### config.mk
export PLATFORM = sky130hd
export DESIGN_NAME = code_memory_security_lock
export DESIGN_NICKNAME = d
export VERILOG_FILES = /design/src/lock_pkg.sv /design/src/strobe_counter.sv /design/src/code_memory_security_lock.sv
export SDC_FILE = /design/constraint.sdc
export NUM_CORES = 1
export LEC_CHECK = 0
export BUFFER_PORTS_ARGS = -buffer_cell sky130_fd_sc_hd__buf_4
export CORE_UTILIZATION = 26
export DETAILED_ROUTE_END_ITERATION = 10
export GPL_ROUTABILITY_DRIVEN = 0
export PLACE_DENSITY = 0.5
export SYNTH_ARGS = -nofsm -noshare
export SYNTH_HDL_FRONTEND = slang
export SYNTH_SLANG_ARGS = --single-unit
### constraint.sdc
create_clock -name core_clk -period 6.41 [get_ports core_clk]
set_input_delay 1.923 -clock core_clk [delete_from_list [all_inputs] [get_ports core_clk]]
set_output_delay 1.923 -clock core_clk [all_outputs]
set_load 0.01 [all_outputs]
### src/lock_pkg.sv
/*
  constants, encodings and the behaviour notes for the code memory lock
  block; assumes a 40 MHz core clock and a programmer on plain pins.
*/
// Notes on behaviour
// no lock bits set means no protection; verify still scrambled if keyed.
// lock one stops external table reads and programming, latches access pin.
// locks one and two add verify disable to level one.
// all three locks also block external execution and data RAM.
// programmer uses only the four defined lock combinations.
// programmer gives five low strobe pulses per item at raised supply.
// strobe low 100us plus or minus 10us, high at least 10us.
// programmer raises supply 10us before first strobe, holds 10us after.
// device clock stays within 4 to 6 MHz during program and verify; the model runs core_clk at 40 MHz throughout.
// 64-byte key array reads all ones until programmed.
// code image holds 4 Kbyte code then 64-byte key.
// mask parts: lock one disables external reads, latches access pin.
// mask parts: lock two stops verify read-out.
// code image sets lock two only with lock one.
// keyed verify byte is xnor of code byte and selected key byte.
// lock bits persist across reset, cleared only by whole-array erase.
package lock_pkg;
  // ****************************************************************
  // sizes and reset values
  // ****************************************************************
  localparam int KEY_DEPTH = 64;
  localparam int KEY_AW = 6;
  localparam int CODE_AW = 12;
  localparam logic [7:0] ERASED_BYTE = 8'hFF;
  localparam logic [2:0] LOCKS_ERASED = 3'h0;
  localparam int PULSES_PER_ITEM = 5;
  // ****************************************************************
  // strobe timing at 40 MHz
  // ****************************************************************
  localparam int CLK_NS = 25;
  localparam int PULSE_MIN_US = 90;
  localparam int PULSE_MIN_CYC = (PULSE_MIN_US * 1000 + CLK_NS - 1) / CLK_NS;
  localparam int CNT_W = 13;
  // ****************************************************************
  // programming modes
  // ****************************************************************
  typedef enum logic [2:0] {
    MODE_IDLE = 3'b000,
    MODE_CODE = 3'b001,
    MODE_KEY = 3'b010,
    MODE_LOCK1 = 3'b011,
    MODE_LOCK2 = 3'b100,
    MODE_LOCK3 = 3'b101,
    MODE_VERIFY = 3'b110
  } program_strobe_mode_e;
  typedef enum logic [1:0] {
    ST_HIGH = 2'b00,
    ST_LOW = 2'b01,
    ST_DONE = 2'b10
  } strobe_state_e;
endpackage

### src/strobe_counter.sv
/*
  counts qualified low pulses of the program strobe; assumes the strobe
  is synchronous to core_clk and the supply flag is steady meanwhile.
*/
`timescale 1ns/1ps
module strobe_counter
  import lock_pkg::*;
(
  input wire logic core_clk,
  input wire logic rst_n,
  input wire logic program_strobe_n,
  input wire logic supply_raised,
  input wire logic item_start,
  output logic item_done
);
  strobe_state_e state;
  logic [CNT_W-1:0] low_cnt;
  logic [2:0] pulses;

  // ****************************************************************
  // pulse qualification
  // ****************************************************************
  // short glitches are dropped: only a low of at least the minimum counts
  always_ff @(posedge core_clk or negedge rst_n) begin
    if (!rst_n) begin
      state <= ST_HIGH;
      low_cnt <= '0;
      pulses <= 3'h0;
    end else if (item_start) begin
      state <= ST_HIGH;
      low_cnt <= '0;
      pulses <= 3'h0;
    end else begin
      case (state)
        ST_HIGH: begin
          low_cnt <= '0;
          if (!program_strobe_n && supply_raised) begin
            state <= ST_LOW;
          end
        end
        ST_LOW: begin
          if (program_strobe_n) begin
            if (low_cnt >= CNT_W'(PULSE_MIN_CYC)) begin
              pulses <= pulses + 3'h1;
            end
            state <= (pulses == 3'(PULSES_PER_ITEM - 1) &&
                      low_cnt >= CNT_W'(PULSE_MIN_CYC)) ? ST_DONE : ST_HIGH;
          end else if (!(&low_cnt)) begin
            low_cnt <= low_cnt + 1'b1;
          end
        end
        default: state <= ST_DONE;
      endcase
    end
  end

  assign item_done = (state == ST_DONE);
endmodule // strobe_counter

### src/code_memory_security_lock.sv
/*
  lock bits, key array and verify scrambling for the on-chip code memory;
  assumes the lock and key storage is nonvolatile and only a full erase
  (erase_all) returns it to the erased state.
*/
`timescale 1ns/1ps
module code_memory_security_lock
  import lock_pkg::*;
(
  input wire logic core_clk,
  input wire logic rst_n,
  input wire logic erase_all,
  input wire logic [2:0] program_strobe_mode,
  input wire logic supply_raised,
  input wire logic program_strobe_n,
  input wire logic [CODE_AW-1:0] program_strobe_addr,
  input wire logic [7:0] program_strobe_data,
  input wire logic [7:0] code_byte,
  input wire logic external_access_pin,
  input wire logic reset_event,
  input wire logic fetch_from_external,
  input wire logic code_table_read_instruction,
  output logic code_write_en,
  output logic [7:0] verify_data,
  output logic verify_enable,
  output logic [2:0] lock_bits_byte,
  output logic table_read_allowed,
  output logic external_access_latched,
  output logic external_exec_allowed,
  output logic data_ram_allowed,
  output logic programming_allowed
);
  logic [2:0] locks;
  logic [7:0] key [KEY_DEPTH];
  logic key_programmed;
  logic item_done;
  logic item_done_q;
  logic [2:0] mode_q;
  logic item_start;
  logic ea_latch;
  logic commit;

  function automatic logic [7:0] scramble(input logic [7:0] c,
                                          input logic [7:0] k);
    scramble = ~(c ^ k);
  endfunction

  // level decode shared by the gate outputs and the verify path
  function automatic logic level_two(input logic [2:0] l);
    level_two = l[0] && l[1];
  endfunction

  function automatic logic level_three(input logic [2:0] l);
    level_three = l[0] && l[1] && l[2];
  endfunction

  // ****************************************************************
  // pulse counting
  // ****************************************************************
  assign item_start = (program_strobe_mode[2:0] != mode_q);

  strobe_counter u_strobe (
    .core_clk(core_clk),
    .rst_n(rst_n),
    .program_strobe_n(program_strobe_n),
    .supply_raised(supply_raised),
    .item_start(item_start),
    .item_done(item_done)
  );

  always_ff @(posedge core_clk or negedge rst_n) begin
    if (!rst_n) begin
      mode_q <= MODE_IDLE;
      item_done_q <= 1'b0;
    end else begin
      mode_q <= program_strobe_mode;
      item_done_q <= item_done;
    end
  end

  // one commit per item: rising edge of the done level
  assign commit = item_done && !item_done_q;

  // ****************************************************************
  // lock bits
  // ****************************************************************
  // the erase reset stands in for nonvolatile storage; rst_n is only the
  // power-up value of the model, real cells keep their state
  always_ff @(posedge core_clk or negedge rst_n) begin
    if (!rst_n) begin
      locks <= LOCKS_ERASED;
    end else if (erase_all) begin
      locks <= LOCKS_ERASED;
    end else if (commit) begin
      // further lock bits stay programmable after the first
      if (program_strobe_mode == MODE_LOCK1) locks[0] <= 1'b1;
      else if (program_strobe_mode == MODE_LOCK2) locks[1] <= 1'b1;
      else if (program_strobe_mode == MODE_LOCK3) locks[2] <= 1'b1;
    end
  end

  assign lock_bits_byte = locks;

  // ****************************************************************
  // key array
  // ****************************************************************
  always_ff @(posedge core_clk or negedge rst_n) begin
    if (!rst_n) begin
      for (int i = 0; i < KEY_DEPTH; i++) key[i] <= ERASED_BYTE;
    end else if (erase_all) begin
      for (int i = 0; i < KEY_DEPTH; i++) key[i] <= ERASED_BYTE;
    end else if (commit && program_strobe_mode == MODE_KEY && !locks[0]) begin
      key[program_strobe_addr[KEY_AW-1:0]] <= program_strobe_data;
    end
  end

  always_comb begin
    key_programmed = 1'b0;
    for (int i = 0; i < KEY_DEPTH; i++) begin
      if (key[i] != ERASED_BYTE) key_programmed = 1'b1;
    end
  end

  // ****************************************************************
  // protection levels
  // ****************************************************************
  assign programming_allowed = !locks[0];
  assign code_write_en = commit && program_strobe_mode == MODE_CODE && !locks[0];
  assign table_read_allowed =
    !(locks[0] && fetch_from_external && code_table_read_instruction);

  assign external_exec_allowed = !level_three(locks);
  assign data_ram_allowed = !level_three(locks);

  // access pin caught on every reset_event cycle, used once lock one is set; an unlocked
  // part follows the pin live
  always_ff @(posedge core_clk or negedge rst_n) begin
    if (!rst_n) begin
      ea_latch <= 1'b0;
    end else if (reset_event) begin
      ea_latch <= external_access_pin;
    end
  end
  assign external_access_latched = locks[0] ? ea_latch : external_access_pin;

  // ****************************************************************
  // verify path
  // ****************************************************************
  // verify is refused from level two on, keyed or not
  always_ff @(posedge core_clk or negedge rst_n) begin
    if (!rst_n) begin
      verify_enable <= 1'b0;
    end else begin
      verify_enable <= (program_strobe_mode == MODE_VERIFY) &&
                       !level_two(locks);
    end
  end

  // an erased key is all ones, so xnor passes the byte through
  always_ff @(posedge core_clk or negedge rst_n) begin
    if (!rst_n) begin
      verify_data <= 8'h00;
    end else if (program_strobe_mode == MODE_VERIFY && !level_two(locks)) begin
      verify_data <= key_programmed ?
        scramble(code_byte, key[program_strobe_addr[KEY_AW-1:0]]) :
        code_byte;
    end else begin
      verify_data <= 8'h00;
    end
  end
endmodule // code_memory_security_lock

**Word level (Yosys, flattened, before mapping)**

Index checks and enable logic that the tools add are counted.

- Bits in registers: 547
- Input bits: 40
- Output and inout port bits: 18
- Logic and storage cells: 294

- Add/sub/neg operators: 2
- Order comparisons: 3
- Equality and inequality tests: 80
- Muxes and demuxes: 95
- Bitwise gates (word level): 3
- Reduce and logical (&&, ||, !) cells: 36

Operator list:

| kind | count |
|---|---|
| two-way mux 512 bit | 2 |
| bitwise mux 512 bit | 1 |
| inequality test 8 bit, second input constant | 64 |
| two-way mux 1 bit | 69 |
| binary-select mux 8 bit (select 6 bit) | 1 |
| demux 8 bit (select 6 bit) | 1 |
| two-way mux 8 bit | 5 |
| two-way mux 13 bit | 3 |
| one-hot mux 13 bit (2 select lines) | 1 |
| two-way mux 3 bit | 6 |
| nonzero test 2 bit | 8 |
| adder 13 x 1 -> 13 bit, second input constant | 1 |
| >= comparator 13 x 12 -> 1 bit, second input constant | 1 |
| logical AND 1 bit | 13 |
| AND reduction 13 bit | 1 |
| == test 3 bit, second input constant | 4 |
| two-way mux 2 bit | 5 |
| inequality test 3 bit, second input constant | 3 |
| AND reduction 3 bit | 3 |
| inverter 8 bit | 1 |
| XOR 8 bit | 1 |
| >= comparator 7 bit, second input constant | 1 |
| less-than comparator 7 x 1 -> 1 bit, second input constant | 1 |
| inverter 6 -> 7 bit | 1 |
| 14 further kinds | 22 |

**Logic depth before layout (Yosys ltp)**

Gate-level depths: netlist of the first run.

- Depth in word-level cells: 67
- Depth in mapped cells: 11
- Gate-level depth less buffers: 7

**Hierarchy**

Synthesis of the first run repeated with hierarchy kept, for this count alone.

- Cell total of the unflattened synthesis: 2865
- Area, all modules: 28120.7 um^2

By module, submodules not included:

| module | times used | cells each | area each (um^2) | sequential area each (um^2) |
|---|---|---|---|---|
| code_memory_security_lock | 1 | 2744 | 27002.1 | 13878.3 |
| strobe_counter | 1 | 121 | 1118.6 | 450.4 |

**Worst setup path before layout of the first run**

OpenSTA, ideal clock, no wires.

- Path type: input port to output port
- Start point: input port program_strobe_mode[2]
- End point: output port code_write_en
- Arrival time: 2.561 ns
- Data required time: 4.487 ns
- Path slack: 1.926 ns
- Stages: 3
- Path buffers: 0
- Cell sequence: nor4b_2 -> nand2_1 -> nor3_1

- Cells in the longest elaborated chain, start to end: 3

Ends and longest elaborated chain:

| item | RTL line | source |
|---|---|---|
| from (decl) | code_memory_security_lock.sv:13 | `input wire logic [2:0] program_strobe_mode,` |
| == test 3 x 1 -> 1 bit | code_memory_security_lock.sv:128 | `assign code_write_en = commit && program_strobe_mode == MODE_CODE && !locks[0];` |
| logical AND 1 bit (2 in series) | code_memory_security_lock.sv:128 |  |
| to (decl) | code_memory_security_lock.sv:23 | `output logic code_write_en,` |

No other way between the ends.

**Final worst setup path of the first run**

Same ends and word-level chain as after synthesis.

==> results, run 1 <==
- The run finished with clean final reports.
- In this design, the stage delay of the slowest critical-path cell is 0.39 ns.
- The first global-routing pass estimated 158.2 mm of wire.
- The via count of the first global-routing pass is 22169.
- Counting every net in the synthesized netlist gives roughly 2800.
- After synthesis, the largest family of logic cells by area is simple AND/OR/NAND/NOR gates.
- The transition time of the tightest slew-check pin is 1.092 ns.
- The initial antenna violation count was 4.
- Measured on the finished design, the core utilization comes to 30.04%.
- The total count of max-transition violations in the final report is 0.
- Among the stages of the critical path, the cell type that occurs most often is sky130_fd_sc_hd__buf_4.
- The H-tree was split into 3 levels.
- The worst path uses between 70% and 80% of the clock period.
- The maximum clock rate is 210.5 MHz.
- The DRC marker count from the first detailed-route iteration is 2368.
- Global routing used 18.91% of the available tracks.
- TritonCTS built the clock tree.
- The synthesized netlist devotes between 15 and 20% of its cell area to compound gates.
- In this run the power density over the cells is 252.4 nW/µm².
- The detailed router placed approximately 23000 vias in this run.
- The floorplan step set the die width to 334.0 µm.
- In this run the cell area measured after placement is between 30000 and 40000 µm².
- The worst-case vdd ir drop is 0.1484 mV.
- The time the worst path needs with I/O delays and setup is 4.750 ns.
- At the worst endpoint, the arrival time is between 2 and 3 ns.
- The library cell used as clock root buffer is sky130_fd_sc_hd__clkbuf_16.
- After Yosys synthesis, full adders, half adders and majority gates account for 0.1747% of the synthesized area.
- Measured against its own limit, the worst slew margin works out to a little over a quarter.
- The growth of design area from synthesis to finish is 14.26%.
- The worst setup path is launched from a primary input.
- The worst-case setup slack after placement is 1.185 ns.
- The multiplexer share of the synthesized area is approximately 8.3%.
- The initial cell density of the core is 26.29%.
- The synthesized-area fraction occupied by xor and xnor cells is less than 1%.
- The synthesis-stage register bit count is 547.
- The synthesized netlist contains 78 unique library cells.
- The first detailed-routing pass took 5 iterations.
- The pin count of the biggest net entering global routing is 215.
- Summed over all cells, the static leakage comes to between 10 and 15 nW.
- The final layout net count is 2706.
- The depth of the worst register-to-register path is 6.
- The total congestion overflow after global routing is 0.
- During placement, the flow inserted port buffers numbering 51.
- The minimum setup slack in the final design is 1.660 ns.
- Of the cells placed in the final design, the portion with a size suffix greater than 1 is between 30 and 40%.
- The count of hold buffers inserted by post-cts repair is 0.
- The count of cells along the worst hold path is 2.
- Between clock sinks in the finished design, the worst skew comes to 0.02368 ns.
- The hold violation count in the final report was 0.
- The number of maximum-capacitance violations is 0.
- The latest clock arrival within the worst-skew pair is between 0.6 and 0.7 ns.
- The I/O pin total is 58.
- The gate count after technology mapping is ~2700.
- The synthesized design contains 0 enable-type register cells.
- Row generation in the floorplan step produced 121 rows.
- The critical path required time is 4.49 ns.
- The number of CTS-inserted buffers is 66.
- The worst setup path is of the in -> out kind.
- The die area is 111500 µm².
- The die is 334.0 µm tall.
- Yosys printed 0 warnings.
- Counting along the longest clock path gives a buffer depth of 3.
- The share of the Yosys chip area taken by registers is approximately half.
- After detailed routing, the number of remaining DRC violations is 0.
- For this run, the leading register cell type out of synthesis is sky130_fd_sc_hd__dfstp_2.
- Setup violations remaining at the end of the flow were counted as 0.
- The kind of capture point of the worst setup path is a primary output.
- The number of setup buffers added after CTS is 0.
- The simple-gate share of the synthesized area is 21.44%.
- Of all flip-flops after synthesis, the portion carrying an async set or reset was 100.0%.
- The post-route setup TNS is 0 ns.
- The number of gates resized after CTS was 0.
- The HPWL reported at the end of detailed placement is 64.98 mm.
- Setup repair after global routing left no endpoint under its margin.
- Walking the worst path, the cells encountered are buf_4 > nor4b_2 > nand2_1 > nor3_1 > buf_4.
- In this run the worst path has a maximum fanout of 5.
- The wire length per cell is 25.99 µm.
- The area of all placed cells without fillers is 32740 µm².
- The detail route stage leaves a number of antenna-violating nets equal to 0.
- The placeable core region is around 110000 µm².
- After clock tree synthesis, the clock-pin slew on the worst setup and hold paths is 0.06 ns.
- The average instance in the mapped netlist occupies 10.53 µm².
- CTS saw 547 sinks.
- The tightest min-delay check is of the reg -> reg type.
- The mapped cell area is roughly 29000 µm².
- The cell with the largest stage delay on the worst path is sky130_fd_sc_hd__nor4b_2.
- The via density per instance is 5.489.
- The routed design has about 110 mm of wire.
==> synthesized netlist by cell type, drive strengths merged (36+ instances only) <==
master,number,area (µm²)
buf,91,501.7
o21ai,58,290.3
nand3b,201,1509
a221oi,80,713.2
mux2,130,1468
a21oi,36,195.2
clkbuf,179,671.9
a22oi,38,285.3
dfstp,512,13450
nand2,416,1562
nand3,39,200.2
nor2,79,296.5
a211o,228,1997
nor2b,59,369.1
and3,199,1245
==> state kept, by name, indices dropped and copies added (netlist names) <==
name	flops
lock_bits_byte	3
ea_latch	1
verify_enable	1
u_strobe.pulses	3
mode_q	3
u_strobe.low_cnt	13
key	512
item_done_q	1
verify_data	8
u_strobe.state	2
==> critical path: cells and delay by family <==
family	cells	cell delay [ns]
buffers and inverters	2	0.28
and+or+nand+nor	3	0.62
==> routing by layer <==
layer	routed length, µm	global-route usage, %	vias to the layer above
li1	-	-	9815
met1	48670	27.00	11843
met2	47220	28.29	849
met3	8373	4.233	146
met4	2972	5.612	4
met5	34	0	-
==> metrics by stage <==
step	instances	power (mW)	hold WS [ns]
finish	4128	8.262	0.4859
global route	4126	8.521	0.4973
CTS	4126	8.336	0.4887
detailed placement	4008	4.461	0.4789
global placement	4008	4.459	0.4737
floorplan	2722	4.085	0.4655
==> layout by cell type (no fill, tap or decap), types with 32 or more instances in the layout <==
cell                        count
sky130_fd_sc_hd__and3_1       196
sky130_fd_sc_hd__dfstp_2      512
sky130_fd_sc_hd__mux2_2       129
sky130_fd_sc_hd__mux2i_1       32
sky130_fd_sc_hd__clkbuf_16     69
sky130_fd_sc_hd__o21ai_0       57
sky130_fd_sc_hd__buf_4        128
sky130_fd_sc_hd__a211o_1      228
sky130_fd_sc_hd__nor2_1        77
sky130_fd_sc_hd__dfrtp_1       35
sky130_fd_sc_hd__nand3b_1     201
sky130_fd_sc_hd__nand3_1       38
sky130_fd_sc_hd__a21oi_1       32
sky130_fd_sc_hd__nor2b_1       55
sky130_fd_sc_hd__a221oi_1      78
sky130_fd_sc_hd__nand2b_1      34
sky130_fd_sc_hd__a22oi_1       38
sky130_fd_sc_hd__nand2_1      416
==> cell type report <==
cell class | instances | area [µm²]
diodes | 2 | 5.005
multi-input cells | 1889 | 13160
flip-flops and latches | 547 | 14330
clock buffers | 100 | 2043
well taps | 1414 | 1769
inverters | 16 | 60.06
fillers | 11275 | 76260
clock inverters | 18 | 158.9
repair buffers | 142 | 1214
==> logic make-up (layout without fill, tap and decap cells) <==
| family | count (synthesis) | in the layout |
|---|---|---|
| muxes | 188 | 188 |
| other | 0 | 2 |
| adders and majority gates | 4 | 4 |
| xor gates and xnor gates | 9 | 9 |
| and+or+nand+nor | 1128 | 1128 |
| DFF | 547 | 547 |
| buffers and inverters | 286 | 276 |
| AOI/OAI and AO/OA | 560 | 560 |
==> power breakdown <==
part           total [mW]  switching [mW]  internal [mW]
clock network        3.85            1.56           2.28
logic               0.804           0.547          0.256
registers            3.61          0.0329           3.58
==> path summary, 6_finish.rpt <==
kind / slack [ns] / end / startpoint
setup / recovery: 1.66 / code_write_en / program_strobe_mode[2]
hold / removal: 0.49 / key[0] / key[0]
setup reg to reg: 2.79 / key[261] / u_strobe.state[0]
hold reg to reg: 0.49 / key[0] / key[0]
max in group asynchronous: 3.88 / key[311] / rst_n
min in group asynchronous: 1.33 / u_strobe.low_cnt[1] / rst_n
(Power assumes the default switching activity.)
==> run 2, diff against run 1 <==
==> constraint.sdc (replaced) <==
create_clock -name core_clk -period 4.5 [get_ports core_clk]
set_input_delay 1.35 -clock core_clk [delete_from_list [all_inputs] [get_ports core_clk]]
set_output_delay 1.35 -clock core_clk [all_outputs]
set_load 0.01 [all_outputs]
==> run 2 against run 1 <==
  * Register-to-register slack got worse by 1.2 ns
  * Setup slack worse by 1.1 ns
  * Sequential share of layout area fell by 0.77 points
  * Largest cell class unchanged
==> results, run 2 (same netlist as run 1, synthesis figures left out) <==
- In the layout the commonest cells are sky130_fd_sc_hd__dfstp_2, sky130_fd_sc_hd__nand2_1, sky130_fd_sc_hd__a211o_1.
- The critical path required time is 5.10 ns.
- The number of remaining DRC errors is 0.
- The number of cells on the worst reg-to-reg path is 7.
- The path type of the worst min-delay path is reg -> reg.
- The worst hold margin is roughly 0.5 ns.
- The endpoint of the worst setup timing path is verify_data[3].
- Gates resized during post-CTS repair numbered 0.
- Across the run, the number of max-cap violations was 0.
- The setup check on the worst reg-to-reg path leaves a slack of 1.55 ns.
- The critical path starts at program_strobe_addr[0].
- The die covers between 100000 and 150000 µm².
- Entering global routing, the biggest net connects approximately 190 pins.
- IR analysis of the VDD net gives a maximum drop of between 0.3 and 0.4 mV.
- Across every metal layer, demand over resource in global routing totals 19.08%.
- Counting the buffers created by CTS gives about 60.
- The clock sink total is between 500 and 600.
- The hold violation count in the final report was 0.
- Compared with the post-synthesis result, the final layout area differs by 16.31%.
- After detailed routing, the average wire length per cell comes to 25.82 µm.
- The initial antenna violation count came to 4.
- The standard-cell row count is approximately 120.
- The capture instance of the worst register-to-register path is key[256].
- The later pin in the worst-skew pair is clocked with a latency of between 0.6 and 0.7 ns.
- OpenSTA, run right after detailed placement, puts the worst setup slack at between 0.06 and 0.07 ns.
- The total congestion overflow after global routing is 0.
- The placeable core region is 109000 µm².
- The commonest non-fill, non-tap cell in the layout is sky130_fd_sc_hd__dfstp_2.
- The largest registers in the layout are key (512), u_strobe.low_cnt (13), verify_data (8).
- The register with the most flip-flops is key.
- The startpoint identified for the worst register-to-register timing path is u_strobe.state[0].
- The number of flip-flops in the largest register is 512.
- The met1 usage is 27.96%.
- The total wire length after detailed routing is approximately 110 mm.
- Setup repair after global routing left no endpoint under its margin.
- The number of placed instances, taps included is 4076.
- The via count is approximately 23000.
- The via count of the first global-routing pass is 22850.
- The final layout contains ~2800 nets.
- The number of optimization iterations in the first detailed-route pass is 6.
- The initial cell density of the core is a little over a quarter.
- The highest net fanout along the worst path is 22.
- The share of cells above drive strength 1 is 36.82%.
- The worst path uses ~90% of the clock period.
- The worst path needs 3.946 ns of the cycle, external delays included.
- The detailed router finished its first iteration with 2233 violations.
- The number of nets with antenna violations after detailed routing is 0.
- The worst pin sits at a relative slew slack of 31.14%.
- The CTS tree is yes.
- The met3 global-route usage is 3.102%.
- The leakage power figure is 13.22 nW.
- The power per cell area is 350.2 nW/µm².
- The H-tree was split into 2 levels.
- STA classifies the critical path startpoint as a primary input.
- The minimum setup slack in the final design is 0.5536 ns.
- The HPWL reported at the end of detailed placement is 68.52 mm.
- STA puts the critical path data arrival time at 4.55 ns.
- The I/O pin total is 58.
- The total count of max-transition violations in the final report was 0.
- The layer flagged by global routing as most heavily used is met2.
- For met2 alone, demand over resource in global routing was 28.61%.
- The kind of capture point of the worst setup path is a flop.
- In this run the tool buffered the top-level ports with just over 50 buffer cells.
- Setup violations remaining at the end of the flow were counted as 0.
- The type of the worst setup path is in -> reg.
- The die extent in y is 334.0 µm.
- After clock tree synthesis, the setup repair step added 0 buffers.
- The number of hold buffers added after CTS was 0.
- The maximum clock rate is between 200 and 300 MHz.
- The first global-routing pass estimated 161.7 mm of wire.
- The finished layout holds 4188 standard cells, fillers aside.
- The via density per instance is roughly 5.5.
- For the pin with the worst max-slew slack, the measured transition is 1.033 ns.
- The library cell used as clock root buffer is sky130_fd_sc_hd__clkbuf_16.
- The maximum clock skew at final layout is 0.03275 ns.
- After routing, the total negative slack on setup checks comes to 0 ns.
- The longest clock path from root to sink contains 3 buffers.
- Power comes to 11.67 mW.
- From left edge to right edge, the die measures 334.0 µm.
- The clock transition at the registers of the reported paths is about 0.06 ns.
- The run finished with clean final reports.
- In this run the most critical hold path is launched from key[271].
run 2: routing by layer:
layer | part of all wire (%) | up-vias | routed length [µm]
met1 | 47 | 12071 | 50860
met3 | 6.3 | 152 | 6833
met5 | 0.016 | - | 17
met4 | 2.7 | 2 | 2908
li1 | - | 9964 | -
met2 | 44 | 776 | 47500
run 2: layout make-up:
| type | count | area (µm²) |
|---|---|---|
| Fill cell | 11209 | 75680 |
| Timing Repair Buffer | 210 | 1912 |
| Multi-Input combinational cell | 1889 | 13150 |
| Antenna cell | 1 | 2.502 |
| Clock inverter | 16 | 197.7 |
| Tap cell | 1414 | 1769 |
| Inverter | 16 | 60.06 |
| Clock buffer | 95 | 1908 |
| Sequential cell | 547 | 14330 |
run 2: through the flow:
step	cell area, µm²	util, %
after floorplan	28660	-
after global placement	31220	28.64
after detailed placement	31220	28.64
after CTS	33330	30.57
after global routing	33330	30.57
final	33330	30.58
run 2: worst max-delay path: stages:
cell,delay [ns]
sky130_fd_sc_hd__buf_4,0.36
sky130_fd_sc_hd__buf_4,0.40
sky130_fd_sc_hd__or4b_2,0.64
sky130_fd_sc_hd__o22ai_1,0.55
sky130_fd_sc_hd__a2111oi_0,0.16
sky130_fd_sc_hd__o22ai_1,0.23
sky130_fd_sc_hd__o31ai_1,0.10
sky130_fd_sc_hd__a21oi_1,0.51
sky130_fd_sc_hd__buf_4,0.21
run 2: power by group:
group	switching [mW]	total, mW	leakage, nW	internal, mW
registers	0.0480	5.15	5.87	5.10
logic	0.789	1.19	6.32	0.405
clock network	2.20	5.33	1.04	3.12
run 2: worst min-delay path by stage:
stage / end / slack (ns) / cells past startpoint
2_1_floorplan: key[250] / 0.47 / 2
3_3_place_gp: key[286] / 0.47 / 2
3_5_place_dp: key[256] / 0.48 / 2
4_1_cts: key[286] / 0.49 / 2
5_1_grt: key[30] / 0.50 / 2
6_report: key[271] / 0.49 / 2
